==> src/inc/count_pkg.sv <==
/*
 counting channel constants, mode encodings and the rule summary.
 assumes one 10 MHz module clock shared by every file that imports it.
*/
// What this block does
// - hysteresis band stops comparison output chatter
// - serial mode has no gating or loading
// - serial frames may be gray or binary
// - serial mode captures position on aux edges
// - capture every edge or once per enable
// - frame length configurable from 10 to 40
// - position field between lsb and msb, max 32
// - fields up to 31 bits are unsigned
// - 32-bit field is signed two's complement
// - raw frame returns low 32 bits, zero-padded
// - crossing is further pulse beyond a limit
// - crossings set high and low limit flags
// - limit flags held until clear bit asserted
// - after crossing stop or continue, reload chosen
// - auto gate stop needs gate close and reopen
// - program gate request mirrored as status bit
// - optional hardware gate from filtered aux inputs
// - level mode gate follows active input level
// - edge mode opens and closes on edges
// - effective gate is program and hardware gate
// - pulses ignored while effective gate closed
// - gate opening loads start or continues
// - limits are signed 32-bit values
package count_pkg;
    localparam int FRAME_MAX = 40;
    localparam int FRAME_MIN = 10;
    localparam int POS_W = 32;
    localparam int BIT_IDX_W = 6;
    localparam int NUM_AUX = 2;
    localparam int AUX_SEL_W = 1;
    localparam int FILT_W = 8;
    localparam logic [POS_W-1:0] ZERO_WORD = 32'h00000000;
    localparam logic [BIT_IDX_W-1:0] SIGNED_FIELD_W = 6'h20;
    localparam logic [FILT_W-1:0] FILT_ZERO = 8'h00;
    localparam logic [FILT_W-1:0] FILT_ONE = 8'h01;

    typedef enum logic [1:0] {
        HW_NONE,
        HW_LEVEL,
        HW_EDGES
    } hw_gate_mode_e;

    typedef enum logic [1:0] {
        EDGE_RISE,
        EDGE_FALL,
        EDGE_BOTH
    } edge_sel_e;
endpackage

==> src/hw/aux_filter.sv <==
/*
 one aux input: two-flop synchroniser then a stability filter.
 assumes the pin is asynchronous to clock; delay is in clock cycles.
*/
`timescale 1ns/1ps
module aux_filter
    import count_pkg::*;
(
    input wire logic clock,
    input wire logic reset_n,
    input wire logic pin,
    input wire logic [FILT_W-1:0] filter_cycles,
    output logic level
);
    logic sync1_ff;
    logic sync2_ff;
    logic [FILT_W-1:0] stable_ff;

    always_ff @(posedge clock) begin
        if (!reset_n) begin
            sync1_ff <= 1'b0;
            sync2_ff <= 1'b0;
        end else begin
            sync1_ff <= pin;
            sync2_ff <= sync1_ff;
        end
    end

    // the level only moves after the new value has held for the delay
    always_ff @(posedge clock) begin
        if (!reset_n) begin
            stable_ff <= FILT_ZERO;
            level <= 1'b0;
        end else if (sync2_ff == level) begin
            stable_ff <= FILT_ZERO;
        end else if (stable_ff >= filter_cycles) begin
            level <= sync2_ff;
            stable_ff <= FILT_ZERO;
        end else begin
            stable_ff <= stable_ff + FILT_ONE;
        end
    end
endmodule

==> src/hw/count_channel.sv <==
/*
 counting channel: gate resolution, limit handling, serial position
 extraction, capture and comparison output with hysteresis.
 assumes count pulses and frame_valid are one-cycle strobes on clock,
 and that the serial receiver delivers whole frames right-aligned.
*/
`timescale 1ns/1ps
module count_channel
    import count_pkg::*;
(
    input wire logic clock,
    input wire logic reset_n,
    input wire logic serial_mode,
    input wire logic up_pulse,
    input wire logic down_pulse,
    input wire logic [NUM_AUX-1:0] aux_input_m,
    input wire logic [FILT_W-1:0] filter_cycles,
    input wire logic program_gate_request,
    input wire hw_gate_mode_e hw_gate_mode,
    input wire logic level_active_high,
    input wire logic [AUX_SEL_W-1:0] open_input_sel,
    input wire logic [AUX_SEL_W-1:0] close_input_sel,
    input wire edge_sel_e open_edge,
    input wire edge_sel_e close_edge,
    input wire logic signed [POS_W-1:0] high_limit,
    input wire logic signed [POS_W-1:0] low_limit,
    input wire logic signed [POS_W-1:0] start_value,
    input wire logic auto_gate_stop,
    input wire logic reload_opposite,
    input wire logic load_on_gate_open,
    input wire logic clear_limit_flags,
    input wire logic [FRAME_MAX-1:0] frame_data,
    input wire logic frame_valid,
    input wire logic [BIT_IDX_W-1:0] frame_length,
    input wire logic [BIT_IDX_W-1:0] field_lsb,
    input wire logic [BIT_IDX_W-1:0] field_msb,
    input wire logic gray_coded,
    input wire logic raw_frame_select,
    input wire logic capture_enable,
    input wire logic [AUX_SEL_W-1:0] capture_input_sel,
    input wire edge_sel_e capture_edge,
    input wire logic capture_periodic,
    input wire logic signed [POS_W-1:0] compare_value,
    input wire logic [POS_W-1:0] hysteresis,
    output logic signed [POS_W-1:0] count_value,
    output logic [POS_W-1:0] position_value,
    output logic [POS_W-1:0] capture_value,
    output logic capture_event,
    output logic high_limit_crossed_flag,
    output logic low_limit_crossed_flag,
    output logic program_gate_state,
    output logic effective_gate_state,
    output logic [NUM_AUX-1:0] aux_input_level_flag,
    output logic compare_output
);
    logic [NUM_AUX-1:0] aux_prev_ff;
    logic [NUM_AUX-1:0] aux_rise;
    logic [NUM_AUX-1:0] aux_fall;
    logic hw_edge_gate_ff;
    logic hw_gate_open;
    logic stopped_ff;
    logic eff_prev_ff;
    logic gate_open;
    logic hi_cross;
    logic lo_cross;
    logic capture_armed_ff;
    logic [FRAME_MAX-1:0] bin_frame;
    logic [FRAME_MAX-1:0] shifted;
    logic [BIT_IDX_W-1:0] field_w;
    logic [POS_W-1:0] field_val;
    logic [POS_W-1:0] nxt_position;
    logic signed [POS_W-1:0] pos_signed;
    logic signed [POS_W-1:0] cmp_src;
    logic signed [POS_W+1:0] band_hi;
    logic signed [POS_W+1:0] band_lo;
    logic signed [POS_W+1:0] cmp_wide;
    logic signed [POS_W-1:0] nxt_count;

    // edge detection on filtered levels
    function automatic logic edge_hit(input edge_sel_e sel, input logic r,
                                      input logic f);
        case (sel)
            EDGE_RISE: edge_hit = r;
            EDGE_FALL: edge_hit = f;
            EDGE_BOTH: edge_hit = r | f;
            default: edge_hit = 1'b0;
        endcase
    endfunction

    genvar gi;
    generate
        for (gi = 0; gi < NUM_AUX; gi++) begin : g_aux
            aux_filter u_filt (
                .clock(clock),
                .reset_n(reset_n),
                .pin(aux_input_m[gi]),
                .filter_cycles(filter_cycles),
                .level(aux_input_level_flag[gi])
            );
        end
    endgenerate

    always_ff @(posedge clock) begin
        if (!reset_n) begin
            aux_prev_ff <= '0;
        end else begin
            aux_prev_ff <= aux_input_level_flag;
        end
    end
    assign aux_rise = aux_input_level_flag & ~aux_prev_ff;
    assign aux_fall = ~aux_input_level_flag & aux_prev_ff;

    // opening edge wins if both land in one cycle
    always_ff @(posedge clock) begin
        if (!reset_n) begin
            hw_edge_gate_ff <= 1'b0;
        end else if (edge_hit(open_edge, aux_rise[open_input_sel],
                              aux_fall[open_input_sel])) begin
            hw_edge_gate_ff <= 1'b1;
        end else if (edge_hit(close_edge, aux_rise[close_input_sel],
                              aux_fall[close_input_sel])) begin
            hw_edge_gate_ff <= 1'b0;
        end
    end

    always_comb begin
        case (hw_gate_mode)
            HW_NONE: hw_gate_open = 1'b1;
            HW_LEVEL: hw_gate_open =
                aux_input_level_flag[open_input_sel] == level_active_high;
            HW_EDGES: hw_gate_open = hw_edge_gate_ff;
            default: hw_gate_open = 1'b1;
        endcase
    end

    assign program_gate_state = program_gate_request;
    // serial mode has no gate at all
    assign gate_open = !serial_mode && program_gate_request &&
                       hw_gate_open;
    assign effective_gate_state = gate_open && !stopped_ff;

    // the stop latch only releases once the combined gate closes
    always_ff @(posedge clock) begin
        if (!reset_n) begin
            stopped_ff <= 1'b0;
        end else if (!gate_open) begin
            stopped_ff <= 1'b0;
        end else if (auto_gate_stop && (hi_cross || lo_cross)) begin
            stopped_ff <= 1'b1;
        end
    end

    always_ff @(posedge clock) begin
        if (!reset_n) begin
            eff_prev_ff <= 1'b0;
        end else begin
            eff_prev_ff <= effective_gate_state;
        end
    end

    assign hi_cross = effective_gate_state && up_pulse && !down_pulse &&
                      count_value == high_limit;
    assign lo_cross = effective_gate_state && down_pulse && !up_pulse &&
                      count_value == low_limit;

    always_comb begin
        nxt_count = count_value;
        if (effective_gate_state && !eff_prev_ff && load_on_gate_open) begin
            nxt_count = start_value;
        end else if (hi_cross) begin
            nxt_count = reload_opposite ? low_limit : start_value;
        end else if (lo_cross) begin
            nxt_count = reload_opposite ? high_limit : start_value;
        end else if (effective_gate_state && up_pulse && !down_pulse) begin
            nxt_count = count_value + 32'sh00000001;
        end else if (effective_gate_state && down_pulse && !up_pulse) begin
            nxt_count = count_value - 32'sh00000001;
        end
    end

    always_ff @(posedge clock) begin
        if (!reset_n) begin
            count_value <= ZERO_WORD;
        end else begin
            count_value <= nxt_count;
        end
    end

    // a crossing in the clear cycle keeps its flag set
    always_ff @(posedge clock) begin
        if (!reset_n) begin
            high_limit_crossed_flag <= 1'b0;
            low_limit_crossed_flag <= 1'b0;
        end else begin
            high_limit_crossed_flag <= hi_cross ||
                (high_limit_crossed_flag && !clear_limit_flags);
            low_limit_crossed_flag <= lo_cross ||
                (low_limit_crossed_flag && !clear_limit_flags);
        end
    end

    // gray to binary: each bit is the xor of its own gray bit and all gray bits above it
    always_comb begin
        bin_frame = frame_data;
        if (gray_coded) begin
            for (int i = FRAME_MAX - 2; i >= 0; i--) begin
                bin_frame[i] = bin_frame[i+1] ^ frame_data[i];
            end
        end
    end

    // the receiver right-aligns frames, so unused high bits are zero
    always_comb begin
        shifted = bin_frame >> field_lsb;
        field_w = field_msb - field_lsb + 6'h01;
        field_val = shifted[POS_W-1:0];
        for (int i = 0; i < POS_W; i++) begin
            if (i >= field_w) begin
                field_val[i] = 1'b0;
            end
        end
        if (raw_frame_select) begin
            nxt_position = frame_data[POS_W-1:0];
        end else begin
            nxt_position = field_val;
        end
    end

    // lengths outside the supported span leave the last position
    always_ff @(posedge clock) begin
        if (!reset_n) begin
            position_value <= ZERO_WORD;
        end else if (frame_valid && frame_length >= BIT_IDX_W'(FRAME_MIN) &&
                     frame_length <= BIT_IDX_W'(FRAME_MAX)) begin
            position_value <= nxt_position;
        end
    end

    assign pos_signed = position_value;

    // enable drop clears the event and rearms the one-shot
    always_ff @(posedge clock) begin
        if (!reset_n) begin
            capture_value <= ZERO_WORD;
            capture_event <= 1'b0;
            capture_armed_ff <= 1'b0;
        end else if (!capture_enable) begin
            capture_event <= 1'b0;
            capture_armed_ff <= 1'b1;
        end else if (serial_mode && (capture_armed_ff || capture_periodic) &&
                     edge_hit(capture_edge, aux_rise[capture_input_sel],
                              aux_fall[capture_input_sel])) begin
            capture_value <= position_value;
            capture_event <= 1'b1;
            capture_armed_ff <= 1'b0;
        end
    end

    // 32-bit fields compare signed; narrower ones are positive anyway
    assign cmp_src = serial_mode ? pos_signed : count_value;
    assign cmp_wide = {{2{cmp_src[POS_W-1]}}, cmp_src};
    assign band_hi = {{2{compare_value[POS_W-1]}}, compare_value} +
                     $signed({2'b00, hysteresis});
    assign band_lo = {{2{compare_value[POS_W-1]}}, compare_value} -
                     $signed({2'b00, hysteresis});

    // output only switches once the value leaves the band
    always_ff @(posedge clock) begin
        if (!reset_n) begin
            compare_output <= 1'b0;
        end else if (cmp_wide > band_hi) begin
            compare_output <= 1'b1;
        end else if (cmp_wide < band_lo) begin
            compare_output <= 1'b0;
        end
    end
endmodule

==> config.mk <==
export PLATFORM = sky130hd
export DESIGN_NAME = count_channel
export DESIGN_NICKNAME = d
export VERILOG_FILES = /design/src/inc/count_pkg.sv /design/src/hw/aux_filter.sv /design/src/hw/count_channel.sv
export SDC_FILE = /design/constraint.sdc
export NUM_CORES = 1
export LEC_CHECK = 0
export BUFFER_PORTS_ARGS = -buffer_cell sky130_fd_sc_hd__buf_2
export CORE_MARGIN = 2
export CORE_UTILIZATION = 55
export CTS_BUF_LIST = sky130_fd_sc_hd__clkbuf_4 sky130_fd_sc_hd__clkbuf_8
export DETAILED_ROUTE_END_ITERATION = 8
export PLACE_DENSITY_LB_ADDON = 0.05
export SLEW_MARGIN = 20
export SYNTH_ARGS = -nofsm -noshare
export SYNTH_HDL_FRONTEND = slang
export SYNTH_SLANG_ARGS = --single-unit
==> constraint.sdc <==
create_clock -name clock -period 6.15 [get_ports clock]
set_input_delay 0 -clock clock [delete_from_list [all_inputs] [get_ports clock]]
set_output_delay 0 -clock clock [all_outputs]
set_load 0.05 [all_outputs]
== Word-level counts from Yosys, hierarchy flattened ==
Cells that the tools add are included.

* Flip-flop bits (word level): 128
* Bits of input ports: 255
* Output and inout bits: 104
* Logic and storage cells: 245

* $add $sub $neg: 8
* $lt $le $gt $ge: 41
* Eq/ne operators: 14
* Shifts and indexed selects: 1
* Mux-type cells: 71
* Bitwise logic cells: 49
* Reduce and logical (&&, ||, !) cells: 41

{| class="wikitable"
|+ Operators with widths
! kind !! number
|-
| $mux 32 || 9
|-
| $ge 5x6->1 const A || 16
|-
| $eq 32x32->1 || 2
|-
| $mux 1 || 57
|-
| $ge 4x6->1 const A || 8
|-
| $shr 40x6->32 || 1
|-
| $mux 39 || 1
|-
| $xor 1x1->1 || 39
|-
| $add 32x33->34 || 1
|-
| $gt 32x34->1 || 1
|-
| $lt 32x34->1 || 1
|-
| $sub 32x33->34 || 1
|-
| $add 32x2->32 const B || 1
|-
| $sub 32x2->32 const B || 1
|-
| $ge 3x6->1 const A || 4
|-
| $logic_and 1x1->1 || 18
|-
| $add 8x1->8 const B || 2
|-
| $ge 8x8->1 || 2
|-
| $ge 1x6->1 const A || 2
|-
| $ge 2x6->1 const A || 2
|-
| $reduce_and 2->1 || 5
|-
| $pmux 1 s3 || 3
|-
| $eq 2x1->1 const B || 4
|-
| $eq 2x2->1 const B || 4
|-
| other kinds (18) || 40
|}

== Longest topological paths before layout ==
* Word-level depth: 43
* Mapped depth: 30
* Mapped depth without buffers: 30

== By module ==
Synthesis repeated with hierarchy kept, for this count alone.

* Cell total of the unflattened synthesis: 2633
* Area, all modules: 19595.0 sq um

{| class="wikitable"
|+ By module, submodules not included
! module !! times used !! cells each !! area an instance (sq um) !! seq. area each (sq um)
|-
| count_channel || 1 || 2497 || 18346.3 || 2122.0
|-
| aux_filter || 2 || 68 || 624.3 || 220.2
|}

== Worst setup path before layout ==
OpenSTA, ideal clock, no wires.

* Path type: flip-flop to flip-flop
* From: reg g_aux[1].u_filt.level
* To: reg count_value[28]
* Library setup time: 92 ps
* Arrival: 5791 ps
* Required time: 6058 ps
* Setup slack: 267 ps
* Cell stages (with the launch flop): 24
* Buffers on the path: 1
* Clock period less this slack: 5883 ps
* Path through: dfxtp_1 -> mux2i_1 -> xor2_1 -> a221oi_1 -> nor3b_1 -> nor2b_1 -> clkbuf_1 -> nand2_1 -> fa_1 -> a21o_1 -> a21oi_1 -> o21bai_1 -> a21oi_1 -> o21bai_1 -> a21oi_1 -> o21bai_1 -> a21oi_1 -> o211a_1 -> o21ai_0 -> a31oi_1 -> o21ai_0 -> o21ai_0 -> mux2_2 -> o32ai_1

* Longest elaborated chain between the ends: 12
* Elaborated cells on any way between the ends: 19
* Classes of those cells: 1 x eq/ne; 7 x mux; 11 x reduce/logical

{| class="wikitable"
|+ Ends and longest elaborated chain
! what !! RTL line !! source
|-
| start, declared || aux_filter.sv:13 || <nowiki>output logic level</nowiki>
|-
| start signal, assigned || aux_filter.sv:37 || <nowiki>level <= sync2_ff;</nowiki>
|-
| $mux 1 (implied by the code) * (2 in series) || count_channel.sv:130 || <nowiki>aux_input_level_flag[open_input_sel] == level_active_high;</nowiki>
|-
| $eq 1x1->1 * || count_channel.sv:130 ||
|-
| $pmux 1 s2 * || count_channel.sv:127 || <nowiki>case (hw_gate_mode)</nowiki>
|-
| $logic_and 1x1->1 * || count_channel.sv:138 || <nowiki>assign gate_open = !serial_mode && program_gate_request &&</nowiki>
|-
| $logic_and 1x1->1 * || count_channel.sv:140 || <nowiki>assign effective_gate_state = gate_open && !stopped_ff;</nowiki>
|-
| via effective_gate_state || count_channel.sv:52 || <nowiki>output logic effective_gate_state,</nowiki>
|-
| $logic_and 1x1->1 (on tied branches) (2 in series) || -- ||
|-
| $mux 32 or $logic_and 1x1->1 (tied branches) || count_channel.sv:174, count_channel.sv:163 ||
|-
| $mux 32 || count_channel.sv:172 || <nowiki>end else if (lo_cross) begin</nowiki>
|-
| $mux 32 || count_channel.sv:170 || <nowiki>end else if (hi_cross) begin</nowiki>
|-
| $mux 32 || count_channel.sv:168 || <nowiki>if (effective_gate_state && !eff_prev_ff && load_on_gate_open) begin</nowiki>
|-
| end signal, assigned || count_channel.sv:185 || <nowiki>count_value <= nxt_count;</nowiki>
|-
| end, declared || count_channel.sv:45 || <nowiki>output logic signed [POS_W-1:0] count_value,</nowiki>
|}

Mark *: on every way through the listed nets, which the timed path passes. The rest lies on a longest branch. The select of a mux whose other input is x is not followed.
A chain may end at the register's enable or synchronous reset.

== Worst setup path after layout ==
* From: reg g_aux[1].u_filt.level
* To: reg count_value[19]

* Longest elaborated chain between the ends: 12
* Elaborated cells on any way between the ends: 19
* Classes of those cells: 1 x eq/ne; 7 x mux; 11 x reduce/logical

{| class="wikitable"
|+ Ends and longest elaborated chain
! what !! RTL line
|-
| $mux 1 (implied by the code) * (2 in series) || count_channel.sv:130
|-
| $eq 1x1->1 * || count_channel.sv:130
|-
| $pmux 1 s2 * || count_channel.sv:127
|-
| $logic_and 1x1->1 * || count_channel.sv:138
|-
| $logic_and 1x1->1 * || count_channel.sv:140
|-
| $logic_and 1x1->1 (on tied branches) (2 in series) || --
|-
| $mux 32 or $logic_and 1x1->1 (tied branches) || count_channel.sv:174, count_channel.sv:163
|-
| $mux 32 || count_channel.sv:172
|-
| $mux 32 || count_channel.sv:170
|-
| $mux 32 || count_channel.sv:168
|}

Every way passes the cells marked *; elsewhere a longest branch is shown, timed or not. The select of a mux whose other input is x is not followed.

==> results_dict.tcl <==
set metrics [dict create \
    status "finished, final reports clean" \
    synth_seq_cells 128 \
    p_total_uw 5200 \
    layoutNonFillerInstCount 3334 \
    die_w_um 188 \
    wl_met2_um 32900 \
    drive_gt1_frac 0.178 \
    dp_hpwl_um 56800 \
    pin_count 359 \
    fillCellCount 3074 \
    worstPathMaxFanout 31 \
    track_usage 0.390 \
    rows 67 \
    vias 21000 \
    vdd_drop_max_uv 349 \
    fin_hold_ws_ns 0.0241 \
    grt_pass1_vias 19600 \
    ant_nets 0 \
    cts_buffers 17 \
    cp-start-kind "flop" \
    maxCapViolations 0 \
    start_util 0.557 \
    syn-cell-area_um2 18600 \
    viasPerCell 6.30 \
    synth_ff_type "dfxtp_1" \
    clk_pin_slew_ns 0.09 \
    clock_path_buffers 2 \
    p_seq_frac 0.187 \
    gr-total-overflow 0 \
    cp.arrival_ns 6.09 \
    synthToLayoutAreaGrowth_pct 15.9 \
    syn_inst 2567 \
    fp.dieArea_um2 35300 \
    synth_seq_area_share 0.138 \
    place_area_um2 20500 \
    tritoncts "done" \
    p_sw_frac 0.492 \
    period_share 0.920 \
    fmax_mhz 177 \
    drt_wl_total_um 72100 \
    firstDrtPassIters 7 \
    grt_pass1_wl_um 109000 \
    combinationalPowerShare 0.657 \
    wl_per_cell_um 21.6 \
    place_congestion 1.00 \
    drc_errors 0 \
    ys_async_sr_fraction 0 \
    yosys-top-cells-count "a21oi_1 (261), nand2_1 (255), nor2_1 (227), ha_1 (191), o21ai_0 (180)" \
    avgSynthCellArea_um2 7.25 \
    syn-num-nets 3017 \
    synth_area_leader_cell "dfxtp_1" \
    core_area_um2 33400 \
    tightestPinTransition_ns 1.09 \
    clock_skew_ns 0.0148 \
    placedCellCount 3236 \
    top_layer "met4" \
    synth_area_leaders "dfxtp_1 (14%), ha_1 (13%), a21oi_1 (7.0%), xnor2_1 (5.6%), nand2_1 (5.1%)" \
    synth.most_common_cell "a21oi_1" \
    setup_viol 0 \
    antenna_found_initial 1 \
    p_int_uw 2640 \
    min_period_ns 5.66 \
    io_buffers 358 \
    synth_cell_types 90 \
    rsz0062_at_grt "false" \
    tns_ns 0 \
    synth_edf_count 0 \
    met1_length_um 29200 \
    drv_slew 0 \
    switchingPower_uw 2560 \
    crit_required_ns 6.58 \
    hold_violations 0 \
    clkLatencyLatePin_ns 0.49 \
    cts_htree_levels 4 \
    netlist.area_leader.share 0.138 \
    numClockSinks 128 \
    worstHoldPathType "input pin to flop" \
    met3WireLength_um 6280 \
    grt_max_degree 84 \
    finalInstanceArea_um2 21600 \
    crit_type "flop to flop" \
    yosysWarnings 0 \
    drt_first_iter_violations 1996 \
    slew_headroom 0.274 \
    clkPwrFrac 0.156 \
    final_nets 3321 \
    pwr_density_cell_nw_per_um2 241 \
    leakage_uw 0.0101 \
    die_y_um 188 \
    root_buffer "clkbuf_8" \
    crit_path_end_kind "flop" \
]
## routing by layer
metal | global-route usage | up-vias
li1 | - | 9853
met5 | 0 | -
met2 | 0.644 | 1144
met1 | 0.496 | 9795
met4 | 0.190 | 0
met3 | 0.0593 | 214
## state kept, by name, indices dropped and copies added, names as in the netlist, 2 cells and up
register,flops
aux_prev_ff,2
capture_value,32
count_value,32
g_aux.u_filt.level,2
g_aux.u_filt.stable_ff,16
g_aux.u_filt.sync1_ff,2
g_aux.u_filt.sync2_ff,2
position_value,32
## stage by stage
stage	util	setup slack, ns
2_1_floorplan	-	0.267
3_3_place_gp	0.613	0.871
3_5_place_dp	0.613	0.745
4_1_cts	0.645	0.594
5_1_grt	0.645	0.133
6_report	0.645	0.492
## critical path: stages (launching register included)
cell	delay, ns
dfxtp_1	0.46
mux2i_1	0.14
xor2_1	0.15
a221oi_1	0.09
nor3b_1	0.31
nor2b_1	0.23
nand2_1	0.13
buf_4	0.31
ha_1	0.37
a21oi_1	0.22
o21bai_1	0.10
a21oi_1	0.22
o21bai_1	0.11
a2111oi_0	0.47
o21bai_1	0.21
a221oi_1	0.49
o21ai_0	0.19
a21oi_1	0.21
xnor2_1	0.16
nand2_1	0.10
o211ai_1	0.10
o21ai_0	0.10
a21oi_1	0.17
dlygate4sd3_1	0.57
## cell families (layout without fill, tap and decap cells)
group | Yosys count | in the layout | share of synthesized area
simple gates | 805 | 805 | 0.202
compound gates | 782 | 782 | 0.264
buf+inv | 283 | 600 | 0.0594
xor+xnor | 236 | 236 | 0.127
fa+ha+maj | 195 | 195 | 0.133
mux | 138 | 138 | 0.0778
flops | 128 | 128 | 0.138
other cells | 0 | 2 | 0
## power by group through the flow
stage	combinational [µW]	sequential (µW)	clock, µW
after global placement	3220	984	0
after floorplan	2400	1060	0
after detailed placement	3280	985	0
after global routing	3700	970	852
final	3410	971	813
after CTS	3330	965	817
## path summary, 6_finish.rpt
check,startpoint,slack (ns),endpoint,depth (start not counted)
setup / recovery,g_aux[1].u_filt.level,0.49,count_value[19],23
hold / removal,low_limit[27],0.02,count_value[27],5
setup reg to reg,g_aux[1].u_filt.level,0.49,count_value[19],23
hold reg to reg,g_aux[0].u_filt.sync1_ff,0.44,g_aux[0].u_filt.sync2_ff,1
## placed cells by master, fill, tap and decap left out, types with 43 or more instances in the layout
| cell | Yosys | routed |
|---|---|---|
| mux2_2 | 50 | 50 |
| dfxtp_1 | 128 | 128 |
| xor2_1 | 95 | 95 |
| ha_1 | 191 | 191 |
| nor2_1 | 227 | 227 |
| a21oi_1 | 261 | 260 |
| xnor2_1 | 120 | 120 |
| mux2i_1 | 87 | 87 |
| buf_2 | 10 | 358 |
| nand2_1 | 255 | 255 |
| nor3_1 | 44 | 43 |
| dlygate4sd3_1 | 0 | 64 |
| o21ai_0 | 180 | 180 |
| inv_1 | 117 | 116 |
| nand3_1 | 57 | 57 |
## what timing repair did
item                                   in CTS  in global routing
endpoints found under the hold margin      59                  0
hold buffers                               64                  0
setup endpoints to repair                   0                  1
resized for setup                           0                  1
setup buffers                               0                  0
## cell type report
cell class                      instances  area (µm²)  area share
Antenna cell                            2        5.00    0.000232
Clock buffer                           17         234      0.0108
Clock inverter                         15         188     0.00870
Inverter                              122         458      0.0212
Multi-Input combinational cell       2156       15000       0.693
Sequential cell                       128        2560       0.119
Tap cell                              448         561      0.0260
Timing Repair Buffer                  446        2610       0.121
Note: power is estimated with default switching activity, not from simulation.
